[config.mk]
export PLATFORM = sky130hd
export DESIGN_NAME = rpfp_top
export DESIGN_NICKNAME = d
export VERILOG_FILES = /design/src/core/rpfp_top.v /design/src/core/rpfp_hdr_chk.v /design/src/core/rpfp_slot.v
export VERILOG_INCLUDE_DIRS = /design/src /design/src/inc
export SDC_FILE = /design/constraint.sdc
export NUM_CORES = 1
export LEC_CHECK = 0
export ABC_AREA = 1
export BUFFER_PORTS_ARGS = -buffer_cell sky130_fd_sc_hd__buf_2
export CORE_AREA = 2 2 250 252
export DETAILED_ROUTE_END_ITERATION = 10
export DIE_AREA = 0 0 252 254
export PLACE_DENSITY = 0.54
export SLEW_MARGIN = 15
export SYNTH_ARGS = -nofsm -noshare
export SYNTH_HDL_FRONTEND = slang
export SYNTH_SLANG_ARGS = --single-unit
[constraint.sdc]
create_clock -name clock -period 1.5 [get_ports clock]
set_input_delay 0.15 -clock clock [delete_from_list [all_inputs] [get_ports clock]]
set_output_delay 0.15 -clock clock [all_outputs]
set_load 0.005 [all_outputs]
[src/inc/rpfp_consts.vh]
// constants for the receive pause frame processing block
`ifndef RPFP_CONSTS_VH
`define RPFP_CONSTS_VH

`define RPFP_NPRIO 9
`define RPFP_GLOB_IDX 8
`define RPFP_QW 16
`define RPFP_MAC_CTRL_TYPE 16'h8808
`define RPFP_OP_GLOB_PAUSE 16'h0001
`define RPFP_OP_PRIO_PAUSE 16'h0101
`define RPFP_OP_GLOB_CTRL 16'h0000
`define RPFP_OP_PRIO_CTRL 16'h0100
`define RPFP_MCAST_DA 48'h0180_c200_0001

`define RPFP_AW 4
`define RPFP_DW 32
`define RPFP_REG_STATUS 4'h0
`define RPFP_REG_IRQ_EN 4'h4
`define RPFP_REG_CLEAR 4'h8
`define RPFP_REG_PENDING 4'hc

`define RPFP_NEV 6
`define RPFP_EV_GLOB_CTRL 0
`define RPFP_EV_PRIO_CTRL 1
`define RPFP_EV_GLOB_PAUSE 2
`define RPFP_EV_PRIO_PAUSE 3
`define RPFP_EV_REJECT 4
`define RPFP_EV_STRAY_ACK 5

`endif

[src/core/rpfp_top.v]
// receive pause frame processing: classification, per-priority requests, registers
//
// Chosen here: the strobed register port and the placing of the registers.
`timescale 1ns/1ps
`include "rpfp_consts.vh"
module rpfp_top (
	input wire clock, // receive clock, 200 MHz
	input wire nrst, // synchronous reset, active low
	input wire rx_hdr_valid, // one-cycle strobe: parsed frame header below
	input wire [47:0] rx_hdr_dst, // destination address
	input wire [47:0] rx_hdr_src, // source address
	input wire [15:0] rx_hdr_ethertype, // length/type field
	input wire [15:0] rx_hdr_opcode, // mac control opcode
	input wire [7:0] rx_hdr_prio_vec, // priority enable vector of the frame
	input wire [127:0] rx_hdr_quanta, // quanta, priority i at [16i+15:16i]
	input wire rx_hdr_fcs_ok, // frame check sequence good
	input wire [47:0] rx_own_addr, // station unicast address
	input wire [47:0] rx_peer_addr, // expected partner source address
	input wire rx_glob_ctrl_frame_en, // global control processing on
	input wire rx_glob_ctrl_mcast_chk, // global control multicast check
	input wire rx_glob_ctrl_ucast_chk, // global control unicast check
	input wire rx_glob_ctrl_srcaddr_chk, // global control source check
	input wire rx_glob_ctrl_ethertype_chk, // global control type check
	input wire rx_glob_ctrl_opcode_chk, // global control opcode check
	input wire rx_prio_ctrl_frame_en, // priority control processing on
	input wire rx_prio_ctrl_mcast_chk, // priority control multicast check
	input wire rx_prio_ctrl_ucast_chk, // priority control unicast check
	input wire rx_prio_ctrl_srcaddr_chk, // priority control source check
	input wire rx_prio_ctrl_ethertype_chk, // priority control type check
	input wire rx_prio_ctrl_opcode_chk, // priority control opcode check
	input wire rx_glob_pause_frame_en, // global pause processing on
	input wire rx_glob_pause_mcast_chk, // global pause multicast check
	input wire rx_glob_pause_ucast_chk, // global pause unicast check
	input wire rx_glob_pause_srcaddr_chk, // global pause source check
	input wire rx_glob_pause_ethertype_chk, // global pause type check
	input wire rx_glob_pause_opcode_chk, // global pause opcode check
	input wire rx_prio_pause_frame_en, // priority pause processing on
	input wire rx_prio_pause_mcast_chk, // priority pause multicast check
	input wire rx_prio_pause_ucast_chk, // priority pause unicast check
	input wire rx_prio_pause_srcaddr_chk, // priority pause source check
	input wire rx_prio_pause_ethertype_chk, // priority pause type check
	input wire rx_prio_pause_opcode_chk, // priority pause opcode check
	input wire [8:0] rx_pause_prio_enable, // per-priority presentation enable
	input wire [8:0] rx_pause_acknowledge, // per-priority user acknowledge
	output wire [8:0] rx_pause_request, // per-priority pause request
	output wire [8:0] rx_pause_valid, // per-priority quanta valid pulse
	output wire [15:0] rx_pause_quanta_prio0, // quanta, priority 0
	output wire [15:0] rx_pause_quanta_prio1, // quanta, priority 1
	output wire [15:0] rx_pause_quanta_prio2, // quanta, priority 2
	output wire [15:0] rx_pause_quanta_prio3, // quanta, priority 3
	output wire [15:0] rx_pause_quanta_prio4, // quanta, priority 4
	output wire [15:0] rx_pause_quanta_prio5, // quanta, priority 5
	output wire [15:0] rx_pause_quanta_prio6, // quanta, priority 6
	output wire [15:0] rx_pause_quanta_prio7, // quanta, priority 7
	output wire [15:0] rx_pause_quanta_global, // quanta of global pause
	output reg rx_glob_ctrl_rcvd, // one-cycle pulse: global control accepted
	output reg rx_prio_ctrl_rcvd, // one-cycle pulse: priority control accepted
	input wire [3:0] reg_addr, // register byte address
	input wire [31:0] reg_wdata, // register write data
	input wire reg_wr, // write strobe
	input wire reg_rd, // read strobe
	output reg [31:0] reg_rdata, // read data, cycle after the strobe
	output reg irq // level interrupt
);
	localparam NPRIO = `RPFP_NPRIO;
	localparam QW = `RPFP_QW;
	localparam NEV = `RPFP_NEV;

	// shared by every register decode below
	function addr_is;
		input [3:0] addr;
		input [3:0] off;
		begin
			addr_is = (addr == off);
		end
	endfunction

	wire gc_pass;
	wire pc_pass;
	wire gp_pass;
	wire pp_pass;
	wire acc_gc;
	wire acc_pc;
	wire acc_gp;
	wire acc_pp;
	wire is_ctrl_type;
	reg hit_gc;
	reg hit_pc;
	reg hit_gp;
	reg hit_pp;
	reg hit_rej;
	reg [7:0] hit_vec;
	reg [127:0] hit_quanta;
	wire [8:0] slot_load;
	wire [8:0] slot_stray;
	wire [NPRIO*QW-1:0] slot_quanta;
	// sticky event bits, their interrupt enables and next values
	reg [NEV-1:0] status;
	reg [NEV-1:0] irq_en;
	reg [NEV-1:0] next_status;
	reg [NEV-1:0] ev_set;
	reg [NEV-1:0] ev_clr;
	reg [31:0] next_rdata;

	rpfp_hdr_chk #(
		.OPCODE(`RPFP_OP_GLOB_CTRL),
		.EXACT_OP(0)
	) u_chk_gc (
		.mcast_chk(rx_glob_ctrl_mcast_chk),
		.ucast_chk(rx_glob_ctrl_ucast_chk),
		.srcaddr_chk(rx_glob_ctrl_srcaddr_chk),
		.ethertype_chk(rx_glob_ctrl_ethertype_chk),
		.opcode_chk(rx_glob_ctrl_opcode_chk),
		.dst(rx_hdr_dst),
		.src(rx_hdr_src),
		.own_addr(rx_own_addr),
		.peer_addr(rx_peer_addr),
		.ethertype(rx_hdr_ethertype),
		.opcode(rx_hdr_opcode),
		.pass(gc_pass)
	);

	rpfp_hdr_chk #(
		.OPCODE(`RPFP_OP_PRIO_CTRL),
		.EXACT_OP(0)
	) u_chk_pc (
		.mcast_chk(rx_prio_ctrl_mcast_chk),
		.ucast_chk(rx_prio_ctrl_ucast_chk),
		.srcaddr_chk(rx_prio_ctrl_srcaddr_chk),
		.ethertype_chk(rx_prio_ctrl_ethertype_chk),
		.opcode_chk(rx_prio_ctrl_opcode_chk),
		.dst(rx_hdr_dst),
		.src(rx_hdr_src),
		.own_addr(rx_own_addr),
		.peer_addr(rx_peer_addr),
		.ethertype(rx_hdr_ethertype),
		.opcode(rx_hdr_opcode),
		.pass(pc_pass)
	);

	rpfp_hdr_chk #(
		.OPCODE(`RPFP_OP_GLOB_PAUSE),
		.EXACT_OP(1)
	) u_chk_gp (
		.mcast_chk(rx_glob_pause_mcast_chk),
		.ucast_chk(rx_glob_pause_ucast_chk),
		.srcaddr_chk(rx_glob_pause_srcaddr_chk),
		.ethertype_chk(rx_glob_pause_ethertype_chk),
		.opcode_chk(rx_glob_pause_opcode_chk),
		.dst(rx_hdr_dst),
		.src(rx_hdr_src),
		.own_addr(rx_own_addr),
		.peer_addr(rx_peer_addr),
		.ethertype(rx_hdr_ethertype),
		.opcode(rx_hdr_opcode),
		.pass(gp_pass)
	);

	rpfp_hdr_chk #(
		.OPCODE(`RPFP_OP_PRIO_PAUSE),
		.EXACT_OP(1)
	) u_chk_pp (
		.mcast_chk(rx_prio_pause_mcast_chk),
		.ucast_chk(rx_prio_pause_ucast_chk),
		.srcaddr_chk(rx_prio_pause_srcaddr_chk),
		.ethertype_chk(rx_prio_pause_ethertype_chk),
		.opcode_chk(rx_prio_pause_opcode_chk),
		.dst(rx_hdr_dst),
		.src(rx_hdr_src),
		.own_addr(rx_own_addr),
		.peer_addr(rx_peer_addr),
		.ethertype(rx_hdr_ethertype),
		.opcode(rx_hdr_opcode),
		.pass(pp_pass)
	);

	// a frame lands in one class only: pause before control, priority before global,
	// so loose checks on several classes cannot raise two events for one frame
	assign acc_pp = rx_hdr_valid && rx_hdr_fcs_ok && rx_prio_pause_frame_en && pp_pass;
	assign acc_gp = rx_hdr_valid && rx_hdr_fcs_ok && rx_glob_pause_frame_en && gp_pass &&
		!acc_pp;
	assign acc_pc = rx_hdr_valid && rx_hdr_fcs_ok && rx_prio_ctrl_frame_en && pc_pass &&
		!acc_pp && !acc_gp;
	assign acc_gc = rx_hdr_valid && rx_hdr_fcs_ok && rx_glob_ctrl_frame_en && gc_pass &&
		!acc_pp && !acc_gp && !acc_pc;
	assign is_ctrl_type = rx_hdr_ethertype == `RPFP_MAC_CTRL_TYPE;

	// one register stage after the compares keeps the wide address match off the slot path
	always @(posedge clock) begin
		if (!nrst) begin
			hit_gc <= 1'b0;
			hit_pc <= 1'b0;
			hit_gp <= 1'b0;
			hit_pp <= 1'b0;
			hit_rej <= 1'b0;
			hit_vec <= 8'h00;
			hit_quanta <= 128'h0;
			rx_glob_ctrl_rcvd <= 1'b0;
			rx_prio_ctrl_rcvd <= 1'b0;
		end else begin
			hit_gc <= acc_gc;
			hit_pc <= acc_pc;
			hit_gp <= acc_gp;
			hit_pp <= acc_pp;
			// a mac control frame that no enabled class took
			hit_rej <= rx_hdr_valid && is_ctrl_type &&
				!acc_pp && !acc_gp && !acc_pc && !acc_gc;
			hit_vec <= rx_hdr_prio_vec;
			hit_quanta <= rx_hdr_quanta;
			rx_glob_ctrl_rcvd <= acc_gc;
			rx_prio_ctrl_rcvd <= acc_pc;
		end
	end

	// slot 8 holds the global pause; it takes the lowest quanta word
	genvar gi;
	generate
		for (gi = 0; gi < NPRIO; gi = gi + 1) begin : g_slot
			wire [15:0] qin;
			if (gi == `RPFP_GLOB_IDX) begin : g_glob
				assign slot_load[gi] = hit_gp;
				assign qin = hit_quanta[QW-1:0];
			end else begin : g_prio
				// loads only when the frame's priority vector names this slot
				assign slot_load[gi] = hit_pp && hit_vec[gi];
				assign qin = hit_quanta[gi*QW +: QW];
			end
			rpfp_slot u_slot (
				.clock(clock),
				.nrst(nrst),
				.load(slot_load[gi]),
				.quanta_in(qin),
				.enable(rx_pause_prio_enable[gi]),
				.ack(rx_pause_acknowledge[gi]),
				.req(rx_pause_request[gi]),
				.valid(rx_pause_valid[gi]),
				.quanta(slot_quanta[gi*QW +: QW]),
				.stray_ack(slot_stray[gi])
			);
		end
	endgenerate

	// each quanta output keeps the last presented value
	assign rx_pause_quanta_prio0 = slot_quanta[0*QW +: QW];
	assign rx_pause_quanta_prio1 = slot_quanta[1*QW +: QW];
	assign rx_pause_quanta_prio2 = slot_quanta[2*QW +: QW];
	assign rx_pause_quanta_prio3 = slot_quanta[3*QW +: QW];
	assign rx_pause_quanta_prio4 = slot_quanta[4*QW +: QW];
	assign rx_pause_quanta_prio5 = slot_quanta[5*QW +: QW];
	assign rx_pause_quanta_prio6 = slot_quanta[6*QW +: QW];
	assign rx_pause_quanta_prio7 = slot_quanta[7*QW +: QW];
	assign rx_pause_quanta_global = slot_quanta[`RPFP_GLOB_IDX*QW +: QW];

	// status events ignore the presentation enables: only the user view is gated
	always @* begin
		ev_set = {NEV{1'b0}};
		ev_set[`RPFP_EV_GLOB_CTRL] = hit_gc;
		ev_set[`RPFP_EV_PRIO_CTRL] = hit_pc;
		ev_set[`RPFP_EV_GLOB_PAUSE] = hit_gp;
		ev_set[`RPFP_EV_PRIO_PAUSE] = hit_pp;
		ev_set[`RPFP_EV_REJECT] = hit_rej;
		// an acknowledge with nothing pending is only logged
		ev_set[`RPFP_EV_STRAY_ACK] = |slot_stray;
		ev_clr = {NEV{1'b0}};
		if (reg_wr && addr_is(reg_addr, `RPFP_REG_CLEAR)) begin
			ev_clr = reg_wdata[NEV-1:0];
		end
		// set wins so an event in the clear cycle is kept
		next_status = (status & ~ev_clr) | ev_set;
	end

	// read data stands only in the cycle after the strobe, zero otherwise
	always @* begin
		next_rdata = 32'h0000_0000;
		if (reg_rd) begin
			if (addr_is(reg_addr, `RPFP_REG_STATUS)) begin
				next_rdata[NEV-1:0] = status;
			end else if (addr_is(reg_addr, `RPFP_REG_IRQ_EN)) begin
				next_rdata[NEV-1:0] = irq_en;
			end else if (addr_is(reg_addr, `RPFP_REG_PENDING)) begin
				next_rdata[NPRIO-1:0] = rx_pause_request;
			end
		end
	end

	// the clear register keeps no state; it acts through next_status only
	always @(posedge clock) begin
		if (!nrst) begin
			status <= {NEV{1'b0}};
			irq_en <= {NEV{1'b0}};
			reg_rdata <= 32'h0000_0000;
			irq <= 1'b0;
		end else begin
			status <= next_status;
			if (reg_wr && addr_is(reg_addr, `RPFP_REG_IRQ_EN)) begin
				irq_en <= reg_wdata[NEV-1:0];
			end
			reg_rdata <= next_rdata;
			// registered from next values so irq follows status with no extra lag
			if (reg_wr && addr_is(reg_addr, `RPFP_REG_IRQ_EN)) begin
				irq <= |(next_status & reg_wdata[NEV-1:0]);
			end else begin
				irq <= |(next_status & irq_en);
			end
		end
	end
endmodule // rpfp_top

[src/core/rpfp_hdr_chk.v]
// header checker for one control/pause frame class
`timescale 1ns/1ps
module rpfp_hdr_chk #(
	parameter [15:0] OPCODE = 16'h0001,
	parameter EXACT_OP = 1
) (
	input wire mcast_chk, // multicast destination check on
	input wire ucast_chk, // unicast destination check on
	input wire srcaddr_chk, // source address check on
	input wire ethertype_chk, // ethertype check on
	input wire opcode_chk, // opcode check on
	input wire [47:0] dst, // frame destination address
	input wire [47:0] src, // frame source address
	input wire [47:0] own_addr, // station unicast address
	input wire [47:0] peer_addr, // expected link partner address
	input wire [15:0] ethertype, // frame length/type field
	input wire [15:0] opcode, // mac control opcode
	output wire pass // all enabled checks agree; with both destination checks on, one of the two is enough
);
	wire da_ok;
	wire sa_ok;
	wire et_ok;
	wire op_ok;
	wire op_match;

	// with both destination checks on either address is accepted
	assign da_ok = (!mcast_chk && !ucast_chk) || (mcast_chk && dst == `RPFP_MCAST_DA) ||
		(ucast_chk && dst == own_addr);
	assign sa_ok = !srcaddr_chk || src == peer_addr;
	assign et_ok = !ethertype_chk || ethertype == `RPFP_MAC_CTRL_TYPE;
	// control classes take any opcode of their family except the pause one
	assign op_match = EXACT_OP ? (opcode == OPCODE) :
		(opcode[15:8] == OPCODE[15:8] &&
		opcode != `RPFP_OP_GLOB_PAUSE && opcode != `RPFP_OP_PRIO_PAUSE);
	assign op_ok = !opcode_chk || op_match;
	assign pass = da_ok && sa_ok && et_ok && op_ok;
endmodule // rpfp_hdr_chk

[src/core/rpfp_slot.v]
// one priority's pause request, valid flag and quanta holder
`timescale 1ns/1ps
`include "rpfp_consts.vh"
module rpfp_slot (
	input wire clock, // receive clock
	input wire nrst, // synchronous reset, active low
	input wire load, // accepted pause for this priority
	input wire [15:0] quanta_in, // quanta of the accepted frame
	input wire enable, // user presentation enable
	input wire ack, // user acknowledge
	output reg req, // pause request, held until acknowledged
	output reg valid, // one-cycle quanta valid pulse
	output reg [15:0] quanta, // last presented quanta
	output reg stray_ack // ack seen with no request pending
);
	wire take;

	assign take = load && enable;
	always @(posedge clock) begin
		if (!nrst) begin
			req <= 1'b0;
			valid <= 1'b0;
			quanta <= 16'h0000;
			stray_ack <= 1'b0;
		end else begin
			valid <= take;
			if (take) begin
				quanta <= quanta_in;
			end
			// a new frame in the ack cycle keeps the request up
			req <= take || (req && !ack);
			stray_ack <= ack && !req;
		end
	end
endmodule // rpfp_slot

==> results.md, run 1 <==
* Status: finished clean
* Top FF cell, synth: dfxtp_1
* Routed length per instance at between 15 and 20 um
* Gate power share at 9.5%
* Die area at 64,000 sq um
* CP endpoint kind: flip-flop
* Max Clk Rate at 749 MHz
* #FFs+latches synth at 334
* Crit-path cells: buf_4 -> nand3_1 -> buf_12 -> o21ai_0 -> a21oi_1
* Clock Skew at 0.0292 ns
* Measured slew at the worst slew-check pin at 0.707 ns
* Dpl cells at ~3,100
* Top post-synthesis cells by count: 357 x inv_1, 334 x dfxtp_1, 303 x nand2_1
* CTS H-tree depth at 2
* Latest clock arrival within the worst-skew pair at approximately 0.55 ns
* Most frequent cell after synthesis: inv_1
* Slack of the worst reg-to-reg path at 0.17 ns
* Final number of setup-violating endpoints at 0
* DR vias at 12,694
* Post-Route WL at 52.8 mm
* Root buffer cell: clkbuf_16
* CTS Buf Count at 39
* DP HPWL at 42.5 mm
* Drt pass-1 iters at 5
* Cells after synthesis at 1,706
* DRC Markers at 0
* GRT Util Overall at 16.0%
* Die extent in x at approximately 250 um
* Hold_ws at 0.0400 ns
* Max-slew headroom at 52.8%
* Int Power at 15.9 mW
* Largest vdd supply drop at 0.000673 V
* Pleak at slightly above 10 nW
* Share of total power in the clock network at 46.4%
* Post-synth top area cell: dfxtp_1
* Initial antenna violation count at 18
* RSZ-0062 raised after global routing: no
* Largest net degree at the start of global routing at 70
* Min Clock Period, post-route at 1.33 ns
* Critical Path Fanout Max at 30
* First-pass GRT wire length at 76.2 mm
* CTS Sinks at 334
* Max stage delay on crit path at 0.36 ns
* Crit start category: flip-flop
* Number of enable flip-flop cells after synthesis at 0
* # IOs at 641
* Synth warn at 0
* Number of global-route vias before repair at 12,046
* Row cnt at a little over 90
* Clock Path Buffers at 3
* Fin crit share at 89.0%
* Clock Pin Slew Worst Setup and Hold Paths at ~0.060 ns
* Share of the synthesized area in the top cell type at between 50% and 60%
* Crit path kind: reg -> reg
* Area contributors post-synth: dfxtp_1 52%, inv_1 10%, nand2_1 8.8%
* Layout cells sized above 1 at 28.5%
* Asr flop ratio synth at 0%
* Vias per cell at 3.85
* Distinct cells, synth at 29
* Hold wc startpoint: rx_prio_pause_ucast_chk
* Non-Filler Instances at 3,296
* Crit path max-delay family: buffers and inverters
* Crit-path slowest cell: dfxtp_2
* CP bufs+invs at 2
* 1st-iter DRT viols at 663
* Seq/Total Area, Yosys at 51.6%
* Mean Syn Cell Area at 7.59 sq um
* RePlAce Congestion at 0.968
* CTS tree: yes
* Postcts setup bufs at 0
* RR Startpoint: hit_pp$_SDFF_PN0_
* Worst min path class: in -> reg
* IO buf count at 591
* Area grow syn2layout at 54.0%
* CP Launch Point: hit_pp$_SDFF_PN0_
* P per Cell Area at 1040 nW/um^2
* Initial Util at 21.1%
* Final ANT Viol Nets at 0
* Max Cap Viol at 0
* Die Y at between 200 and 300 um
* CP arrival at between 1.5 and 2 ns
* Slew Limit Fails at 0
* Core area at 61,300 sq um
* Sw Ratio at 23.2%
* Fin. Hold Viols at 0
* Net switching power at 4.81 mW
* Sequential group share of total power at 44.2%
* Grt ovf at 0
* Synth Cell Area at 12,900 sq um
* Final net count at 2,913
* Worst EP required at roughly 1.9 ns
==> cells by family (layout without fill, tap and decap cells) <==
group           count (synthesis)  after routing  share of synthesized area, %
xor+xnor                       76             76                          5.14
compound gates                328            328                          12.7
simple gates                  504            504                          15.8
other cells                     1             32                        0.0290
buf+inv                       463           1232                          14.7
flops                         334            334                          51.6
==> per-layer routing <==
layer | vias to the layer above | GRT usage [%] | wire length, um | part of all wire, %
met5 | - | 0 | 61 | 0.12
met4 | 10 | 4.29 | 1040 | 2.0
met3 | 71 | 4.82 | 4160 | 7.9
li1 | 6636 | - | - | -
met1 | 5572 | 22.3 | 25400 | 48
met2 | 405 | 23.6 | 22200 | 42
==> power by group through the flow <==
stage	Sequential, mW	Clock [mW]	Combinational (mW)
after floorplan	9.32	0	0.729
after global placement	9.34	0	1.58
after detailed placement	9.34	0	1.59
after CTS	9.14	9.98	1.97
after global routing	9.16	10.3	2.19
final	9.15	9.60	1.96
==> layout make-up <==
class                           count  area, sq um
Sequential cell                   334         6690
Multi-Input combinational cell    931         4450
Timing Repair Buffer              804         5150
Tap cell                          790          988
Inverter                          359         1350
Clock inverter                     14          180
Fill cell                        6576        41300
Clock buffer                       55         1130
Antenna cell                        9         22.5
==> per-stage QoR <==
stage	total power, mW	util (%)	setup slack [ns]	instance area [sq um]	setup TNS, ns
after detailed placement	10.9	27.6	-0.123	16900	-1.04
after floorplan	10.0	-	0.315	13000	0
after CTS	21.1	32.5	0.0149	19900	0
after global placement	10.9	27.6	-0.140	16900	-0.872
final	20.7	32.6	0.165	19900	0
after global routing	21.7	32.6	0.00528	19900	0
==> worst paths after layout <==
kind,to,cells after the start
setup reg to reg,g_slot[1].u_slot.quanta[4]$_SDFFE_PN0P_,5
hold / removal,hit_pp$_SDFF_PN0_,5
setup / recovery,g_slot[1].u_slot.quanta[4]$_SDFFE_PN0P_,5
hold reg to reg,g_slot[4].u_slot.quanta[9]$_SDFFE_PN0P_,2
==> worst reg2reg max path: cells and delay by family (launching register included) <==
family,cells,cell delay [ns]
buffers and inverters,2,0.40
AND/OR/NAND/NOR,1,0.19
AO/OA/AOI/OAI,2,0.25
flip-flops,1,0.36
==> flip-flops by register name (all words and copies together) (netlist names), 6 cells and up <==
signal / cells
status: 6
irq_en: 6
g_slot.u_slot.quanta: 144
g_slot.u_slot.stray_ack: 9
reg_rdata: 9
hit_quanta: 128
g_slot.u_slot.valid: 9
hit_vec: 8
g_slot.u_slot.req: 9
==> what timing repair did <==
action                     CTS  global route
hold endpoints to repair   168             0
hold buffers               168             0
resized for setup            1             2
setup endpoints to repair   15             4
==> cell usage in the layout (no fill, tap or decap) <==
cell type and count:
a21oi_1 154, buf_12 13, buf_2 590, buf_4 32, bufinv_16 3, clkbuf_1 7
clkbuf_16 39, clkbuf_8 10, clkinv_1 1, clkinv_2 5, clkinv_4 2, clkinv_8 2
clkinvlp_4 2, conb_1 23, dfxtp_1 333, dfxtp_2 1, diode_2 9, dlygate4sd3_1 168
inv_1 357, inv_2 1, nand2_1 303, nand2_2 1, nand3_1 23, nand3_2 2
nand3b_1 5, nand4_1 6, nand4_2 1, nor2_1 134, nor2_2 2, nor2_4 1
nor3_1 19, nor3_2 1, nor3b_2 2, nor4_2 1, o21ai_0 174, or2_0 1
or2_1 1, or2_2 1, xnor2_1 46, xor2_1 30
(Power assumes the default switching activity.)
==> run 2: changes to the inputs <==
--- a/config.mk
+++ b/config.mk
@@ -8,10 +8,10 @@
 export LEC_CHECK = 0
 export ABC_AREA = 1
 export BUFFER_PORTS_ARGS = -buffer_cell sky130_fd_sc_hd__buf_2
-export CORE_AREA = 2 2 250 252
+export CORE_AREA = 2 2 247 249
 export DETAILED_ROUTE_END_ITERATION = 10
-export DIE_AREA = 0 0 252 254
-export PLACE_DENSITY = 0.54
+export DIE_AREA = 0 0 249 251
+export PLACE_DENSITY = 0.55
 export SLEW_MARGIN = 15
 export SYNTH_ARGS = -nofsm -noshare
 export SYNTH_HDL_FRONTEND = slang
==> constraint.sdc (replaced) <==
create_clock -name clock -period 1.6 [get_ports clock]
set_input_delay 0.16 -clock clock [delete_from_list [all_inputs] [get_ports clock]]
set_output_delay 0.16 -clock clock [all_outputs]
set_load 0.005 [all_outputs]
==> results.md, run 2 (synthesis results as in run 1) <==
* Status: finished clean
* Worst slack, placed at -0.268 ns
* Most flops, register: g_slot.u_slot.quanta
* Row cnt at 90
* Placed cell areas at 17,000 sq um
* Clock Pin Slew Worst Setup and Hold Paths at ~0.06 ns
* CP endpoint kind: flip-flop
* Worst EP required at 2.04 ns
* Vias per cell at just under 4
* Dpl cells at 3,055
* Largest register FFs at between 100 and 150
* Int Power at approximately 15 mW
* Drt pass-1 iters at 5
* Die area at around 62,000 sq um
* Final instance area at 20,000 sq um
* Non-Filler Instances at 3,292
* GRT Util Overall at 17.0%
* # IOs at 641
* Final worst-path setup slack at 0.118 ns
* Number of global-route vias before repair at approximately 12,000
* CP arrival at 1.92 ns
* Die extent in x at 249 um
* 1st-iter DRT viols at 695
* Grt ovf at 0
* Most frequent cells in the layout: 590 x buf_2, 357 x inv_1, 334 x dfxtp_1
* Slew Limit Fails at 0
* Final ANT Viol Nets at 0
* Routed length per instance at between 15 and 20 um
* CTS H-tree depth at 2
* Post-Route WL at 54.5 mm
* Largest net degree at the start of global routing at 54
* Most common cell after layout, fill and taps aside: buf_2
* DP HPWL at 44.3 mm
* DRC Markers at 0
* Layout cells sized above 1 at 29.0%
* RePlAce Congestion at 0.959
* Initial antenna violation count at 15
* Final net count at between 2,000 and 3,000
* DR vias at between 10,000 and 15,000
* Final number of setup-violating endpoints at 0
* Core area at 59,800 sq um
* CTS Buf Count at 37
* Max Clk Rate at 675 MHz
* Worst min path class: in -> reg
* Sequential group share of total power at approximately 44%
* CTS Sinks at 334
* CTS tree: yes
* FILL cells at between 6,000 and 7,000
* P per Cell Area at a little under 1000 nW/um^2
* Max Cap Viol at 0
* Crit path kind: in -> reg
* Top Registers: g_slot.u_slot.quanta: 144 flops, hit_quanta: 128 flops
* IO buf count at 591
* Fin. Hold Viols at 0
* Fin crit share at roughly 90%
* Critical Path Fanout Max at 3
* Hold_ws at 0.0243 ns
* Largest vdd supply drop at 0.000873 V
* Min Clock Period, post-route at approximately 1.5 ns
* Latest clock arrival within the worst-skew pair at 0.54 ns
* Gate power share at around a tenth
* First-pass GRT wire length at 79.5 mm
* Pleak at 10.2 nW
* Clock Skew at 0.0206 ns
* Net switching power at 4.41 mW
* Share of total power in the clock network at 46.0%
* Die Y at 251 um
* Slack of the worst reg-to-reg path at 0.19 ns
* Clock Path Buffers at 3
* Root buffer cell: clkbuf_16
* Final Util at between 30% and 40%
* Area grow syn2layout at 54.3%
* Initial Util at 21.7%
* Sw Ratio at 22.8%
* Crit start category: input pin
* Postcts setup bufs at 0
-- run 2: cell types whose count changed in the layout (fill, tap and decap cells not counted), sizes merged --
cell         delta
buf            +13
clkinv          -2
clkinvlp        -2
diode           -5
dlygate4sd3     -2
inv             +2
-- run 2: worst paths after layout --
check / cells after the start / startpoint / endpoint
worst max-delay path: 13 / rx_hdr_ethertype[13] / hit_rej$_SDFF_PN0_
worst min-delay path: 4 / rx_prio_pause_srcaddr_chk / hit_pp$_SDFF_PN0_
worst max register to register: 9 / g_slot[0].u_slot.stray_ack$_SDFF_PN0_ / irq$_SDFF_PN0_
worst min register to register: 2 / g_slot[7].u_slot.quanta[13]$_SDFFE_PN0P_ / g_slot[7].u_slot.quanta[13]$_SDFFE_PN0P_
-- run 2: routing by layer --
metal / vias up / GRT usage, % / share of wire (%)
met1: 5624 / 23.6 / 47
met2: 418 / 25.8 / 42
met5: - / 0 / 0.10
li1: 6644 / - / -
met3: 87 / 4.97 / 8.5
met4: 8 / 4.19 / 2.0
-- run 2: metrics by stage --
step	power (mW)	TNS, ns
floorplan	9.42	0
global placement	10.3	-1.25
detailed placement	10.3	-1.24
CTS	19.7	0
global route	20.3	-0.0106
finish	19.4	0
-- run 2: repair_timing --
action,CTS,global route
endpoints found under the setup margin,0,3
gates resized for setup,0,7
endpoints found under the hold margin,169,0
hold buffers,166,0
-- run 2: power by group through the flow --
stage          registers (mW)  clock network, mW  logic (mW)
2_1_floorplan            8.74                  0       0.683
3_3_place_gp             8.76                  0        1.54
3_5_place_dp             8.76                  0        1.53
4_1_cts                  8.57               9.24        1.88
5_1_grt                  8.59               9.60        2.10
6_report                 8.57               8.92        1.89
-- run 2: critical path, stage by stage --
cell and delay [ns]:
buf_2 0.10, nor2_1 0.11, nand3b_1 0.09, nor2_1 0.16, nand2_2 0.12, buf_4 0.16, nand2_1 0.05, nand4_1 0.08
dlygate4sd3_1 0.58, a21oi_2 0.14, nand2_1 0.07, nand3_1 0.08, nor2_1 0.04
-- run 2: area by class of cell --
cell class                      instances  area [sq um]  area share, %
Antenna cell                            4          10.0         0.0501
Clock buffer                           55          1150           5.74
Clock inverter                         12           150          0.752
Inverter                              359          1350           6.75
Multi-Input combinational cell        931          4470           22.4
Sequential cell                       334          6690           33.5
Tap cell                              782           978           4.90
Timing Repair Buffer                  815          5190           26.0
